`config.mk`:
```
export PLATFORM = sky130hd
export DESIGN_NAME = fpe_top
export DESIGN_NICKNAME = d
export VERILOG_FILES = /design/src/fpe_mem.v /design/src/fpe_btn.v /design/src/fpe_top.v
export VERILOG_INCLUDE_DIRS = /design/src /design/src/src
export SDC_FILE = /design/constraint.sdc
export NUM_CORES = 2
export LEC_CHECK = 0
export BUFFER_PORTS_ARGS = -buffer_cell sky130_fd_sc_hd__buf_2
export CAP_MARGIN = 20
export CORE_MARGIN = 2
export CORE_UTILIZATION = 59
export CTS_CLUSTER_SIZE = 30
export DETAILED_ROUTE_END_ITERATION = 6
export PLACE_DENSITY = 0.82
export SLEW_MARGIN = 20
export SYNTH_ARGS = -nofsm -noshare
export SYNTH_HDL_FRONTEND = slang
export SYNTH_SLANG_ARGS = --single-unit
```
`constraint.sdc`:
```
create_clock -name CLK_SYS -period 6.7 [get_ports CLK_SYS]
set_input_delay 1.34 -clock CLK_SYS [delete_from_list [all_inputs] [get_ports CLK_SYS]]
set_output_delay 1.34 -clock CLK_SYS [all_outputs]
set_load 0.05 [all_outputs]
```
`src/fpe_map.vh`:
```
// Overview of operation
// - Shift on a numeric parameter enters standby, most significant digit blinks.
// - In numeric standby each Shift moves the blinking digit one right, from the last digit back to the first.
// - In numeric standby each Up steps the blinking digit 0 to 9, then minus sign, then back to 0.
// - Minus sign allowed only in sixth digit; elsewhere flagged invalid.
// - Selection: Shift blinks value, Up steps, Down/Scale commit and move.
// - Decimal point standby: each Up moves the point one place left, from four places back to none.
// - Five point choices, none to four places, shared by both displays.
// - Down or Scale held one second commits a valid value and restarts measuring.
// - Three lockout levels for alarm modes; partial level is the default.
// - Invalid indicator blinks while edited value is out of range.
// - Range checked: input zero/span, output 0/100%, setpoints, two timers.
// - Idle for return time in standby commits a valid value, else restores it, and stops blinking.
// - Idle for return time outside standby returns to measuring.
// - Max/Min held one second discards edit; in teach returns to measuring.
// - Leaving measuring holds output values; coded output is then undefined.
// - Alarm indicators keep the status latched before the mode change.
// - Sequence skips parameters hidden by lockout, I/O or output option.
// - Sub display shows parameter id; in measuring shows setpoint or bank.
// - Scaling order: input zero, display zero, input span, display span.
// - Type change restores per-type scaling values or first-time defaults.
// - Type change disables setpoints and resets trip mode and deadband to default.
// - Four input ranges, largest default; values beyond the range refused.
// - Scale held three seconds in measuring enters scaling at input type.
`ifndef FPE_MAP_VH
`define FPE_MAP_VH
`define FPE_CLK_MHZ     250
`define FPE_TICK_US     1000
`define FPE_TICK_CYC    18'd250000
`define FPE_DEB_MS      5'd20
`define FPE_HOLD1_MS    12'd1000
`define FPE_HOLD3_MS    12'd3000
`define FPE_HOLD_MAX    12'hfff
`define FPE_SEC_MS      10'd1000
`define FPE_BLINK_MS    9'd500
`define FPE_RET_DEF_S   8'd15
`define FPE_ID_TYPE     4'h0
`define FPE_ID_ZIN      4'h1
`define FPE_ID_ZDSP     4'h2
`define FPE_ID_SIN      4'h3
`define FPE_ID_SDSP     4'h4
`define FPE_ID_DP       4'h5
`define FPE_ID_AO0      4'h6
`define FPE_ID_AO100    4'h7
`define FPE_ID_ASP      4'h8
`define FPE_ID_TRIP     4'h9
`define FPE_ID_DBND     4'ha
`define FPE_ID_TMR1     4'hb
`define FPE_ID_TMR2     4'hc
`define FPE_SIGN        4'ha
`define FPE_DIG_MAX     4'h9
`define FPE_POS_MSD     3'd5
`define FPE_TYPE_DEF    2'd3
`define FPE_DP_LAST     3'd4
`define FPE_TRIP_LAST   3'd3
`define FPE_LV_OPEN     2'd0
`define FPE_LV_PART     2'd1
`define FPE_LV_CLOSED   2'd2
`define FPE_LV_DEF      2'd1
`define FPE_IN_MAX_LO   24'h002000
`define FPE_IN_MAX_HI   24'h020000
`define FPE_AO_MAX      24'h010500
`define FPE_AO100_DEF   24'h010000
`define FPE_ASP_MAX     24'h100000
`define FPE_ASP_NEG     24'h020000
`define FPE_TMR_MAX     24'h009999
`define FPE_DSPAN_DEF   24'h010000
`define FPE_DBND_DEF    24'h000001
`endif

```
`src/fpe_mem.v`:
```
`default_nettype none
module fpe_mem (
    // clock
    input  wire        clk,
    // write side
    input  wire        we,
    input  wire [5:0]  waddr,
    input  wire [23:0] wdata,
    // read side
    input  wire [5:0]  raddr,
    output reg  [23:0] rdata
);
    reg [23:0] mem [0:63];

    always @(posedge clk) begin
        if (we)
            mem[waddr] <= wdata;
        rdata <= mem[raddr];
    end
endmodule
`default_nettype wire

```
`src/fpe_btn.v`:
```
`include "fpe_map.vh"
`default_nettype none
module fpe_btn (
    // clock and reset
    input  wire clk,
    input  wire srst,
    input  wire tick,
    // raw contact
    input  wire raw,
    // events
    output reg  press,
    output reg  tap,
    output reg  hold1,
    output reg  hold3,
    output reg  act
);
    reg [4:0]  deb_r;
    reg        st_r;
    reg        held_r;
    reg [11:0] hcnt_r;

    always @(posedge clk) begin
        press <= 1'b0;
        tap   <= 1'b0;
        hold1 <= 1'b0;
        hold3 <= 1'b0;
        act   <= 1'b0;
        if (srst) begin
            deb_r  <= 5'h00;
            st_r   <= 1'b0;
            held_r <= 1'b0;
            hcnt_r <= 12'h000;
        end else if (raw == st_r) begin
            deb_r <= 5'h00;
            if (st_r && tick && hcnt_r != `FPE_HOLD_MAX) begin
                hcnt_r <= hcnt_r + 12'h001;
                if (hcnt_r + 12'h001 == `FPE_HOLD1_MS) begin
                    hold1  <= 1'b1;
                    held_r <= 1'b1;
                end
                if (hcnt_r + 12'h001 == `FPE_HOLD3_MS)
                    hold3 <= 1'b1;
            end
        end else if (tick) begin
            if (deb_r == `FPE_DEB_MS - 5'd1) begin
                st_r   <= raw;
                deb_r  <= 5'h00;
                act    <= 1'b1;
                hcnt_r <= 12'h000;
                if (raw) begin
                    press  <= 1'b1;
                    held_r <= 1'b0;
                end else if (!held_r) begin
                    tap <= 1'b1;
                end
            end else begin
                deb_r <= deb_r + 5'd1;
            end
        end
    end
endmodule
`default_nettype wire

```
`src/fpe_top.v`:
```
`include "fpe_map.vh"
`default_nettype none
module fpe_top #(
    parameter [17:0] TICK_CYC = `FPE_TICK_CYC
) (
    // clock and reset
    input  wire        CLK_SYS,
    input  wire        SRST,
    // front buttons, high while pressed
    input  wire        BTN_SHIFT,
    input  wire        BTN_UP,
    input  wire        BTN_DOWN,
    input  wire        BTN_SCALE,
    input  wire        BTN_MAXMIN,
    // configuration
    input  wire [1:0]  LOCK_LVL,
    input  wire        LOCK_WE,
    input  wire        IO_OPT,
    input  wire        DC_OPT,
    input  wire [7:0]  AUTO_RET_S,
    input  wire        TEACH,
    input  wire [3:0]  ALARM_IN,
    // displays
    output reg  [23:0] DISP_VAL,
    output reg  [2:0]  DISP_DP,
    output reg  [5:0]  DIGIT_ON,
    output reg         INVALID_IND,
    output reg  [3:0]  SUB_ID,
    output reg  [1:0]  SUB_SEL,
    output reg  [3:0]  ALARM_IND,
    // measurement and outputs
    output reg         MEAS_RUN,
    output reg         MEAS_START,
    output reg         OUT_HOLD,
    output reg         BCD_VALID,
    // committed settings
    output reg         CFG_WE,
    output reg  [3:0]  CFG_ID,
    output reg  [23:0] CFG_VAL,
    output reg  [1:0]  CFG_TYPE,
    output reg  [2:0]  CFG_DP,
    output reg         TYPE_CHG,
    output reg         ALARM_SP_EN,
    output reg  [1:0]  LOCK_STATE
);
    localparam [2:0] S_MEAS = 3'd0;
    localparam [2:0] S_SEEK = 3'd1;
    localparam [2:0] S_READ = 3'd2;
    localparam [2:0] S_LOAD = 3'd3;
    localparam [2:0] S_SHOW = 3'd4;
    localparam [2:0] S_STBY = 3'd5;

    // ms tick, seconds and blink phase
    reg  [17:0] tcnt_r;
    reg         tick_r;
    reg  [9:0]  ms_r;
    reg  [8:0]  bl_r;
    reg         phase_r;
    reg  [7:0]  idle_r;

    always @(posedge CLK_SYS) begin
        if (SRST) begin
            tcnt_r <= 18'h00000;
            tick_r <= 1'b0;
        end else begin
            tick_r <= (tcnt_r == TICK_CYC - 18'h00001);
            if (tcnt_r == TICK_CYC - 18'h00001)
                tcnt_r <= 18'h00000;
            else
                tcnt_r <= tcnt_r + 18'h00001;
        end
    end

    wire p_sh, p_up, p_dn, p_sc, p_mm;
    wire t_dn, t_sc;
    wire h1_dn, h1_sc, h1_mm, h3_sc, h3_dn;
    wire a_sh, a_up, a_dn, a_sc, a_mm;

    fpe_btn u_sh (.clk(CLK_SYS), .srst(SRST), .tick(tick_r),
        .raw(BTN_SHIFT), .press(p_sh), .tap(), .hold1(), .hold3(),
        .act(a_sh));
    fpe_btn u_up (.clk(CLK_SYS), .srst(SRST), .tick(tick_r),
        .raw(BTN_UP), .press(p_up), .tap(), .hold1(), .hold3(),
        .act(a_up));
    fpe_btn u_dn (.clk(CLK_SYS), .srst(SRST), .tick(tick_r),
        .raw(BTN_DOWN), .press(p_dn), .tap(t_dn), .hold1(h1_dn),
        .hold3(h3_dn), .act(a_dn));
    fpe_btn u_sc (.clk(CLK_SYS), .srst(SRST), .tick(tick_r),
        .raw(BTN_SCALE), .press(p_sc), .tap(t_sc), .hold1(h1_sc),
        .hold3(h3_sc), .act(a_sc));
    fpe_btn u_mm (.clk(CLK_SYS), .srst(SRST), .tick(tick_r),
        .raw(BTN_MAXMIN), .press(p_mm), .tap(), .hold1(h1_mm),
        .hold3(), .act(a_mm));

    wire any_act = a_sh | a_up | a_dn | a_sc | a_mm;

    // editor state
    reg  [2:0]  st_r;
    reg  [3:0]  id_r;
    reg         alm_grp_r;
    reg         dir_up_r;
    reg  [23:0] val_r;
    reg  [23:0] orig_r;
    reg  [2:0]  pos_r;
    reg  [1:0]  type_r;
    reg  [2:0]  dp_r;
    reg  [1:0]  lock_r;
    reg  [63:0] vld_r;
    reg         go_meas_r;
    reg         commit;
    wire [23:0] rdata;

    wire [7:0] ret_s = (AUTO_RET_S == 8'h00) ? `FPE_RET_DEF_S : AUTO_RET_S;
    wire timeout = (idle_r >= ret_s) && !any_act;

    always @(posedge CLK_SYS) begin
        if (SRST) begin
            ms_r    <= 10'h000;
            bl_r    <= 9'h000;
            phase_r <= 1'b0;
            idle_r  <= 8'h00;
        end else begin
            if (tick_r) begin
                bl_r <= (bl_r == `FPE_BLINK_MS - 9'd1) ? 9'h000
                                                        : bl_r + 9'd1;
                if (bl_r == `FPE_BLINK_MS - 9'd1)
                    phase_r <= ~phase_r;
            end
            if (any_act || st_r == S_MEAS || timeout) begin
                ms_r   <= 10'h000;
                idle_r <= 8'h00;
            end else if (tick_r) begin
                ms_r <= (ms_r == `FPE_SEC_MS - 10'd1) ? 10'h000
                                                       : ms_r + 10'd1;
                if (ms_r == `FPE_SEC_MS - 10'd1 && idle_r != 8'hff)
                    idle_r <= idle_r + 8'h01;
            end
        end
    end

    // kind: 0 numeric, 1 selection, 2 decimal point
    function [1:0] kind;
        input [3:0] id;
        begin
            if (id == `FPE_ID_TYPE || id == `FPE_ID_TRIP)
                kind = 2'd1;
            else if (id == `FPE_ID_DP)
                kind = 2'd2;
            else
                kind = 2'd0;
        end
    endfunction

    function shown;
        input [3:0] id;
        input [1:0] lv;
        input       io;
        input       dc;
        begin
            shown = 1'b1;
            if (id == `FPE_ID_AO0 || id == `FPE_ID_AO100)
                shown = dc;
            if (id == `FPE_ID_TMR1 || id == `FPE_ID_TMR2)
                shown = io;
            if (id == `FPE_ID_TRIP || id == `FPE_ID_DBND)
                shown = (lv == `FPE_LV_OPEN);
            if (id >= `FPE_ID_ASP && lv == `FPE_LV_CLOSED)
                shown = 1'b0;
        end
    endfunction

    function bad_val;
        input [3:0]  id;
        input [23:0] v;
        input [1:0]  t;
        integer      i;
        reg          sgn;
        reg          mid;
        reg [23:0]   lim;
        begin
            sgn = (v[23:20] == `FPE_SIGN);
            mid = 1'b0;
            for (i = 0; i < 5; i = i + 1)
                if (v[4*i +: 4] == `FPE_SIGN)
                    mid = 1'b1;
            lim = t[1] ? `FPE_IN_MAX_HI : `FPE_IN_MAX_LO;
            bad_val = mid;
            if (id == `FPE_ID_ZIN || id == `FPE_ID_SIN)
                bad_val = mid | sgn | (v > lim);
            else if (id == `FPE_ID_AO0 || id == `FPE_ID_AO100)
                bad_val = mid | sgn | (v > `FPE_AO_MAX);
            else if (id == `FPE_ID_ASP)
                bad_val = mid | (sgn ? ({4'h0, v[19:0]} > `FPE_ASP_NEG)
                                     : (v > `FPE_ASP_MAX));
            else if (id == `FPE_ID_TMR1 || id == `FPE_ID_TMR2)
                bad_val = mid | sgn | (v > `FPE_TMR_MAX);
        end
    endfunction

    function [23:0] def_val;
        input [3:0] id;
        input [1:0] t;
        begin
            def_val = 24'h000000;
            if (id == `FPE_ID_SIN)
                def_val = t[1] ? `FPE_IN_MAX_HI : `FPE_IN_MAX_LO;
            else if (id == `FPE_ID_SDSP)
                def_val = `FPE_DSPAN_DEF;
            else if (id == `FPE_ID_AO100)
                def_val = `FPE_AO100_DEF;
            else if (id == `FPE_ID_DBND)
                def_val = `FPE_DBND_DEF;
        end
    endfunction

    // scaling and analog output words are kept per input type
    wire per_type = (id_r >= `FPE_ID_ZIN) && (id_r <= `FPE_ID_AO100)
                    && (id_r != `FPE_ID_DP);
    wire [5:0] addr = {per_type ? type_r : 2'd0, id_r};
    wire       bad  = bad_val(id_r, val_r, type_r);
    wire [1:0] knd  = kind(id_r);
    wire [3:0] dig  = val_r[4*pos_r +: 4];
    wire       mem_we = commit;
    wire [3:0] id_nx = dir_up_r ? id_r + 4'h1 : id_r - 4'h1;
    wire       nx_dir = t_sc | h1_sc;

    always @* begin
        commit = 1'b0;
        if (st_r == S_STBY && !bad)
            commit = t_dn | t_sc | h1_dn | h1_sc | timeout;
    end

    fpe_mem u_mem (.clk(CLK_SYS), .we(mem_we), .waddr(addr),
        .wdata(val_r), .raddr(addr), .rdata(rdata));

    always @(posedge CLK_SYS) begin
        CFG_WE     <= 1'b0;
        TYPE_CHG   <= 1'b0;
        MEAS_START <= 1'b0;
        if (SRST) begin
            st_r        <= S_MEAS;
            id_r        <= `FPE_ID_TYPE;
            alm_grp_r   <= 1'b0;
            dir_up_r    <= 1'b1;
            val_r       <= 24'h000000;
            orig_r      <= 24'h000000;
            pos_r       <= `FPE_POS_MSD;
            type_r      <= `FPE_TYPE_DEF;
            dp_r        <= 3'd0;
            lock_r      <= `FPE_LV_DEF;
            vld_r       <= 64'h0;
            go_meas_r   <= 1'b0;
            CFG_ID      <= 4'h0;
            CFG_VAL     <= 24'h000000;
            ALARM_SP_EN <= 1'b0;
            SUB_SEL     <= 2'd0;
        end else begin
            if (LOCK_WE && LOCK_LVL != 2'd3)
                lock_r <= LOCK_LVL;
            if (commit) begin
                CFG_WE  <= 1'b1;
                CFG_ID  <= id_r;
                CFG_VAL <= val_r;
                vld_r[addr] <= 1'b1;
                if (id_r == `FPE_ID_DP)
                    dp_r <= val_r[2:0];
                if (id_r == `FPE_ID_ASP)
                    ALARM_SP_EN <= 1'b1;
                if (id_r == `FPE_ID_TYPE && val_r[1:0] != type_r) begin
                    type_r      <= val_r[1:0];
                    TYPE_CHG    <= 1'b1;
                    ALARM_SP_EN <= 1'b0;
                    vld_r[{2'd0, `FPE_ID_TRIP}] <= 1'b0;
                    vld_r[{2'd0, `FPE_ID_DBND}] <= 1'b0;
                end
            end
            case (st_r)
            S_MEAS: begin
                go_meas_r <= 1'b0;
                if (p_sh)
                    SUB_SEL <= (SUB_SEL == 2'd1) ? 2'd2 : 2'd1;
                if (h3_sc) begin
                    alm_grp_r <= 1'b0;
                    id_r      <= `FPE_ID_TYPE;
                    st_r      <= S_READ;
                    SUB_SEL   <= 2'd0;
                end else if (h3_dn && lock_r != `FPE_LV_CLOSED) begin
                    alm_grp_r <= 1'b1;
                    id_r      <= `FPE_ID_ASP;
                    st_r      <= S_READ;
                    SUB_SEL   <= 2'd0;
                end
            end
            S_SEEK: begin
                if (id_r > `FPE_ID_TMR2 || (!alm_grp_r && id_r > `FPE_ID_AO100))
                    id_r <= alm_grp_r ? `FPE_ID_ASP : `FPE_ID_TYPE;
                else if (alm_grp_r && id_r < `FPE_ID_ASP)
                    id_r <= `FPE_ID_TMR2;
                else if (shown(id_r, lock_r, IO_OPT, DC_OPT))
                    st_r <= S_READ;
                else
                    id_r <= id_nx;
            end
            S_READ: st_r <= S_LOAD;
            S_LOAD: begin
                if (id_r == `FPE_ID_TYPE) begin
                    val_r  <= {22'h0, type_r};
                    orig_r <= {22'h0, type_r};
                end else if (id_r == `FPE_ID_DP) begin
                    val_r  <= {21'h0, dp_r};
                    orig_r <= {21'h0, dp_r};
                end else if (vld_r[addr]) begin
                    val_r  <= rdata;
                    orig_r <= rdata;
                end else begin
                    val_r  <= def_val(id_r, type_r);
                    orig_r <= def_val(id_r, type_r);
                end
                st_r <= go_meas_r ? S_MEAS : S_SHOW;
            end
            S_SHOW: begin
                if (h1_dn || h1_sc || timeout ||
                    (h1_mm && TEACH)) begin
                    st_r       <= S_MEAS;
                    MEAS_START <= 1'b1;
                end else if (p_sh) begin
                    st_r  <= S_STBY;
                    pos_r <= `FPE_POS_MSD;
                end else if (t_dn || t_sc) begin
                    dir_up_r <= t_sc;
                    id_r     <= t_sc ? id_r + 4'h1 : id_r - 4'h1;
                    st_r     <= S_SEEK;
                end
            end
            S_STBY: begin
                if (h1_mm) begin
                    val_r <= orig_r;
                    st_r  <= TEACH ? S_MEAS : S_SHOW;
                    MEAS_START <= TEACH;
                end else if (commit) begin
                    if (h1_dn || h1_sc) begin
                        st_r       <= S_MEAS;
                        MEAS_START <= 1'b1;
                    end else if (timeout) begin
                        st_r <= S_SHOW;
                    end else begin
                        dir_up_r <= nx_dir;
                        id_r     <= nx_dir ? id_r + 4'h1 : id_r - 4'h1;
                        st_r     <= S_SEEK;
                    end
                end else if (timeout) begin
                    val_r <= orig_r;
                    st_r  <= S_SHOW;
                end else if (p_sh && knd == 2'd0) begin
                    pos_r <= (pos_r == 3'd0) ? `FPE_POS_MSD
                                             : pos_r - 3'd1;
                end else if (p_up) begin
                    if (knd == 2'd0)
                        val_r[4*pos_r +: 4] <= (dig == `FPE_SIGN) ? 4'h0 :
                            (dig == `FPE_DIG_MAX) ? `FPE_SIGN :
                            dig + 4'h1;
                    else if (knd == 2'd2)
                        val_r[2:0] <= (val_r[2:0] == `FPE_DP_LAST) ? 3'd0
                                      : val_r[2:0] + 3'd1;
                    else if (id_r == `FPE_ID_TYPE)
                        val_r[1:0] <= val_r[1:0] + 2'd1;
                    else
                        val_r[2:0] <= (val_r[2:0] == `FPE_TRIP_LAST) ? 3'd0
                                      : val_r[2:0] + 3'd1;
                end
            end
            default: st_r <= S_MEAS;
            endcase
        end
    end

    // display and hold outputs
    wire in_set = (st_r != S_MEAS);
    wire blink  = (st_r == S_STBY) && phase_r;

    always @(posedge CLK_SYS) begin
        if (SRST) begin
            DISP_VAL    <= 24'h000000;
            DISP_DP     <= 3'd0;
            DIGIT_ON    <= 6'h3f;
            INVALID_IND <= 1'b0;
            SUB_ID      <= 4'h0;
            ALARM_IND   <= 4'h0;
            MEAS_RUN    <= 1'b1;
            OUT_HOLD    <= 1'b0;
            BCD_VALID   <= 1'b1;
            CFG_TYPE    <= `FPE_TYPE_DEF;
            CFG_DP      <= 3'd0;
            LOCK_STATE  <= `FPE_LV_DEF;
        end else begin
            DISP_VAL <= val_r;
            DISP_DP  <= (st_r == S_STBY && knd == 2'd2) ? val_r[2:0]
                                                         : dp_r;
            if (!blink)
                DIGIT_ON <= 6'h3f;
            else if (knd == 2'd0)
                DIGIT_ON <= ~(6'h01 << pos_r);
            else
                DIGIT_ON <= 6'h00;
            INVALID_IND <= in_set && bad && phase_r;
            SUB_ID      <= id_r;
            if (!in_set)
                ALARM_IND <= ALARM_IN;
            MEAS_RUN   <= !in_set;
            OUT_HOLD   <= in_set;
            BCD_VALID  <= !in_set;
            CFG_TYPE   <= type_r;
            CFG_DP     <= dp_r;
            LOCK_STATE <= lock_r;
        end
    end
endmodule
`default_nettype wire

```
==> impl_metrics.env <==
export IMPL_outcome="complete, but fails checks"
export IMPL_violations="DRC"
export IMPL_max_stage_delay_ps=690
export IMPL_gp_congestion=1.002
export IMPL_synthTopCellsByArea="edfxtp_1 (57%), dfxtp_1 (14%), a22oi_1 (6.5%), nor2_1 (2.0%), a21oi_1 (1.6%)"
export IMPL_r2r_cells=12
export IMPL_ys_seq_elements=1305
export IMPL_clk_pin_slew_worst_paths_ps=60
export IMPL_ir_drop_mv=0.2239
export IMPL_total_power_uw=15520
export IMPL_cp_required_ps=7070
export IMPL_wl_um=140200
export IMPL_synth_top_area_share_pct=57.41
export IMPL_synth_fp_nets=3707
export IMPL_crit_slowest_cell="nor4_2"
export IMPL_hold_buffers=0
export IMPL_intPower_uw=12430
export IMPL_grt_setup_unrepaired="no"
export IMPL_fin_skew_ps=33.27
export IMPL_cts_tree="yes"
export IMPL_nNetsFinal=3803
export IMPL_netSwitchingFraction_pct=19.88
export IMPL_holdPathStages=1
export IMPL_critical_path_cell_chain="buf_2 > or4_1 > nor2_1 > nor2_1 > ha_1 > o21ai_0 > nand2b_1 > nand4_1 > nand2_1 > o211a_4 > nand2_4 > nor4_2 > buf_4"
export IMPL_via_per_inst=6.908
export IMPL_syn_to_final_growth_pct=12.22
export IMPL_core_area_um2=83950
export IMPL_cpMostUsedCell="nor2_1"
export IMPL_maxCapViolCount=0
export IMPL_postCtsSetupRepairBufs=0
export IMPL_drive_above_1_share_pct=13.52
export IMPL_clock_sinks=1305
export IMPL_place_inst=4753
export IMPL_synth_area_um2=50210
export IMPL_vias=34430
export IMPL_hp_class="reg -> reg"
export IMPL_power_share_sequential_pct=55.1
export IMPL_ys_seq_area_share_pct=71.17
export IMPL_clockRootBuffer="clkbuf_16"
export IMPL_synth_top_area_cell="edfxtp_1"
export IMPL_die_area_um2=87450
export IMPL_io_pins=111
export IMPL_start_util_pct=59.81
export IMPL_fin_cells=4983
export IMPL_yosysWarningCount=0
export IMPL_yosys_cell_count_top_type="edfxtp_1"
export IMPL_period_needed_ps=4959
export IMPL_period_share_pct=74.01
export IMPL_worstSkewPairLatency_ps=730
export IMPL_drv_slew=0
export IMPL_hold_viol_final=0
export IMPL_gr_total_overflow=0
export IMPL_syn_mean_instance_area_um2=13.78
export IMPL_critPathLaunchType="input pin"
export IMPL_synth_ff_type="edfxtp_1"
export IMPL_worstMarginPinSlew_ps=1053
export IMPL_synth_edf_count=960
export IMPL_dr_pass1_iters=7
export IMPL_dpl_hpwl_um=80390
export IMPL_cp_top_family="simple AND/OR/NAND/NOR gates"
export IMPL_final_util_pct=67.12
export IMPL_drc_errors=12
export IMPL_antenna_found_initial=8
export IMPL_final_setup_viol_count=0
export IMPL_ys_top_cells_by_count="edfxtp_1 (960), a22oi_1 (432), dfxtp_1 (345), nor2_1 (267), clkbuf_1 (197)"
export IMPL_std_cell_rows=106
export IMPL_critPathBufInv=2
export IMPL_ant_nets=0
export IMPL_drt_iter0_drc=6162
export IMPL_max_freq_ghz=0.2017
export IMPL_wire_per_inst_um=28.13
export IMPL_h_tree_depth=3
export IMPL_post_cts_resized=0
export IMPL_path_depth=13
export IMPL_power_frac_clock_pct=44.4
export IMPL_cts_inserted_buffers=118
export IMPL_cp_max_fo=55
export IMPL_die_width_um=295.7
export IMPL_cts_max_path_buffers=3
export IMPL_grt_pass1_wl_um=205700
export IMPL_fin_setup_tns_ps=0
export IMPL_synthCells=3643
export IMPL_port_buffer_count=110
export IMPL_grtUsageTotal_pct=31.64
export IMPL_p_per_area_nw_per_um2=275.4
export IMPL_end_kind="flip-flop"
export IMPL_p_leak_uw=0.01991
export IMPL_grt_pass1_vias=32690
export IMPL_die_h_um=295.7
export IMPL_ys_async_sr_fraction_pct=0
export IMPL_combPwrFrac_pct=0.4
export IMPL_crit_arrival_ps=5330
export IMPL_synth_distinct_cells=89
export IMPL_slew_headroom_pct=29.62
export IMPL_grt_max_degree=123
export IMPL_path_class="in -> reg"
export IMPL_power_switching_uw=3085
-- sequential cells by signal (all words and copies together), names as in the netlist, 6 cells and up --
signal and count:
CFG_VAL 24, DIGIT_ON 6, DISP_VAL 24, bl_r 9, idle_r 8, ms_r 10
orig_r 24, tcnt_r 18, u_dn.hcnt_r 12, u_mem.mem 960, u_mem.rdata 24, u_mm.hcnt_r 12
u_sc.hcnt_r 12, val_r 24, vld_r 40
-- cells by family after synthesis --
logic type,share of synthesized area (%)
xor gates and xnor gates,1.361
buffers and inverters,2.088
and+or+nand+nor,8.873
AOI/OAI and AO/OA,14.41
DFF,71.17
adders and majority gates,0.9718
muxes,1.126
-- worst reg2reg max path: stages, from the launching register on --
cell	delay, ps
dfxtp_1	320
buf_4	370
clkinv_1	520
ha_1	550
nand3b_1	260
a2111oi_0	120
nor4_1	240
nand3_1	140
o211ai_2	150
buf_4	240
nand2_4	460
nor4_2	790
buf_4	440
-- power by group through the flow --
stage | Sequential (uW) | Clock, uW | Combinational (uW)
after floorplan | 8740 | 0 | 38.1
after global placement | 8730 | 0 | 64.6
after detailed placement | 8730 | 0 | 66.0
after CTS | 8560 | 6910 | 66.5
after global routing | 8550 | 7210 | 72.7
final | 8560 | 6890 | 66.9
-- through the flow --
stage	setup WS [ps]	instance area, um^2	hold WS (ps)
floorplan	599.7	50210	398.0
global placement	1230	52320	418.9
detailed placement	1080	52320	411.7
CTS	1786	56320	422.4
global route	1494	56350	451.7
finish	1741	56350	422.0
-- cell usage in the layout (no fill, tap or decap), drive strengths merged, types with 65 or more instances in the layout --
master  synthesis  final
a21oi         161    161
a22oi         432    432
a31oi          65     65
buf            33    206
clkbuf        197    155
dfxtp         345    345
edfxtp        960    960
nand2         173    173
nand4         109    109
nor2          267    267
o21ai          99     99
-- final timing paths --
path	from	endpoint	slack, ps
max	AUTO_RET_S[2]	u_mem.mem[49][21]$_DFFE_PP_	1740
min	u_sc.held_r$_SDFFE_PP0P_	u_sc.tap$_SDFF_PP0_	420
max reg2reg	id_r[0]$_SDFFE_PP0P_	u_mem.mem[49][21]$_DFFE_PP_	1740
min reg2reg	u_sc.held_r$_SDFFE_PP0P_	u_sc.tap$_SDFF_PP0_	420
-- final cells by class --
type	instances	area, um^2
Inverter	34	127.6
Timing Repair Buffer	206	1353
Clock inverter	71	770.7
Tap cell	1134	1419
Fill cell	5439	27600
Antenna cell	4	10.01
Multi-Input combinational cell	2074	13670
Clock buffer	155	3236
Sequential cell	1305	35770
-- layer usage --
layer | vias up | track usage (%) | share of wire, %
li1 | 14510 | - | -
met1 | 16580 | 41.95 | 35
met2 | 2811 | 47.83 | 45
met3 | 525 | 8.244 | 14
met4 | 8 | 17.74 | 6.3
met5 | - | 0 | 0.070
(Power assumes the default switching activity.)
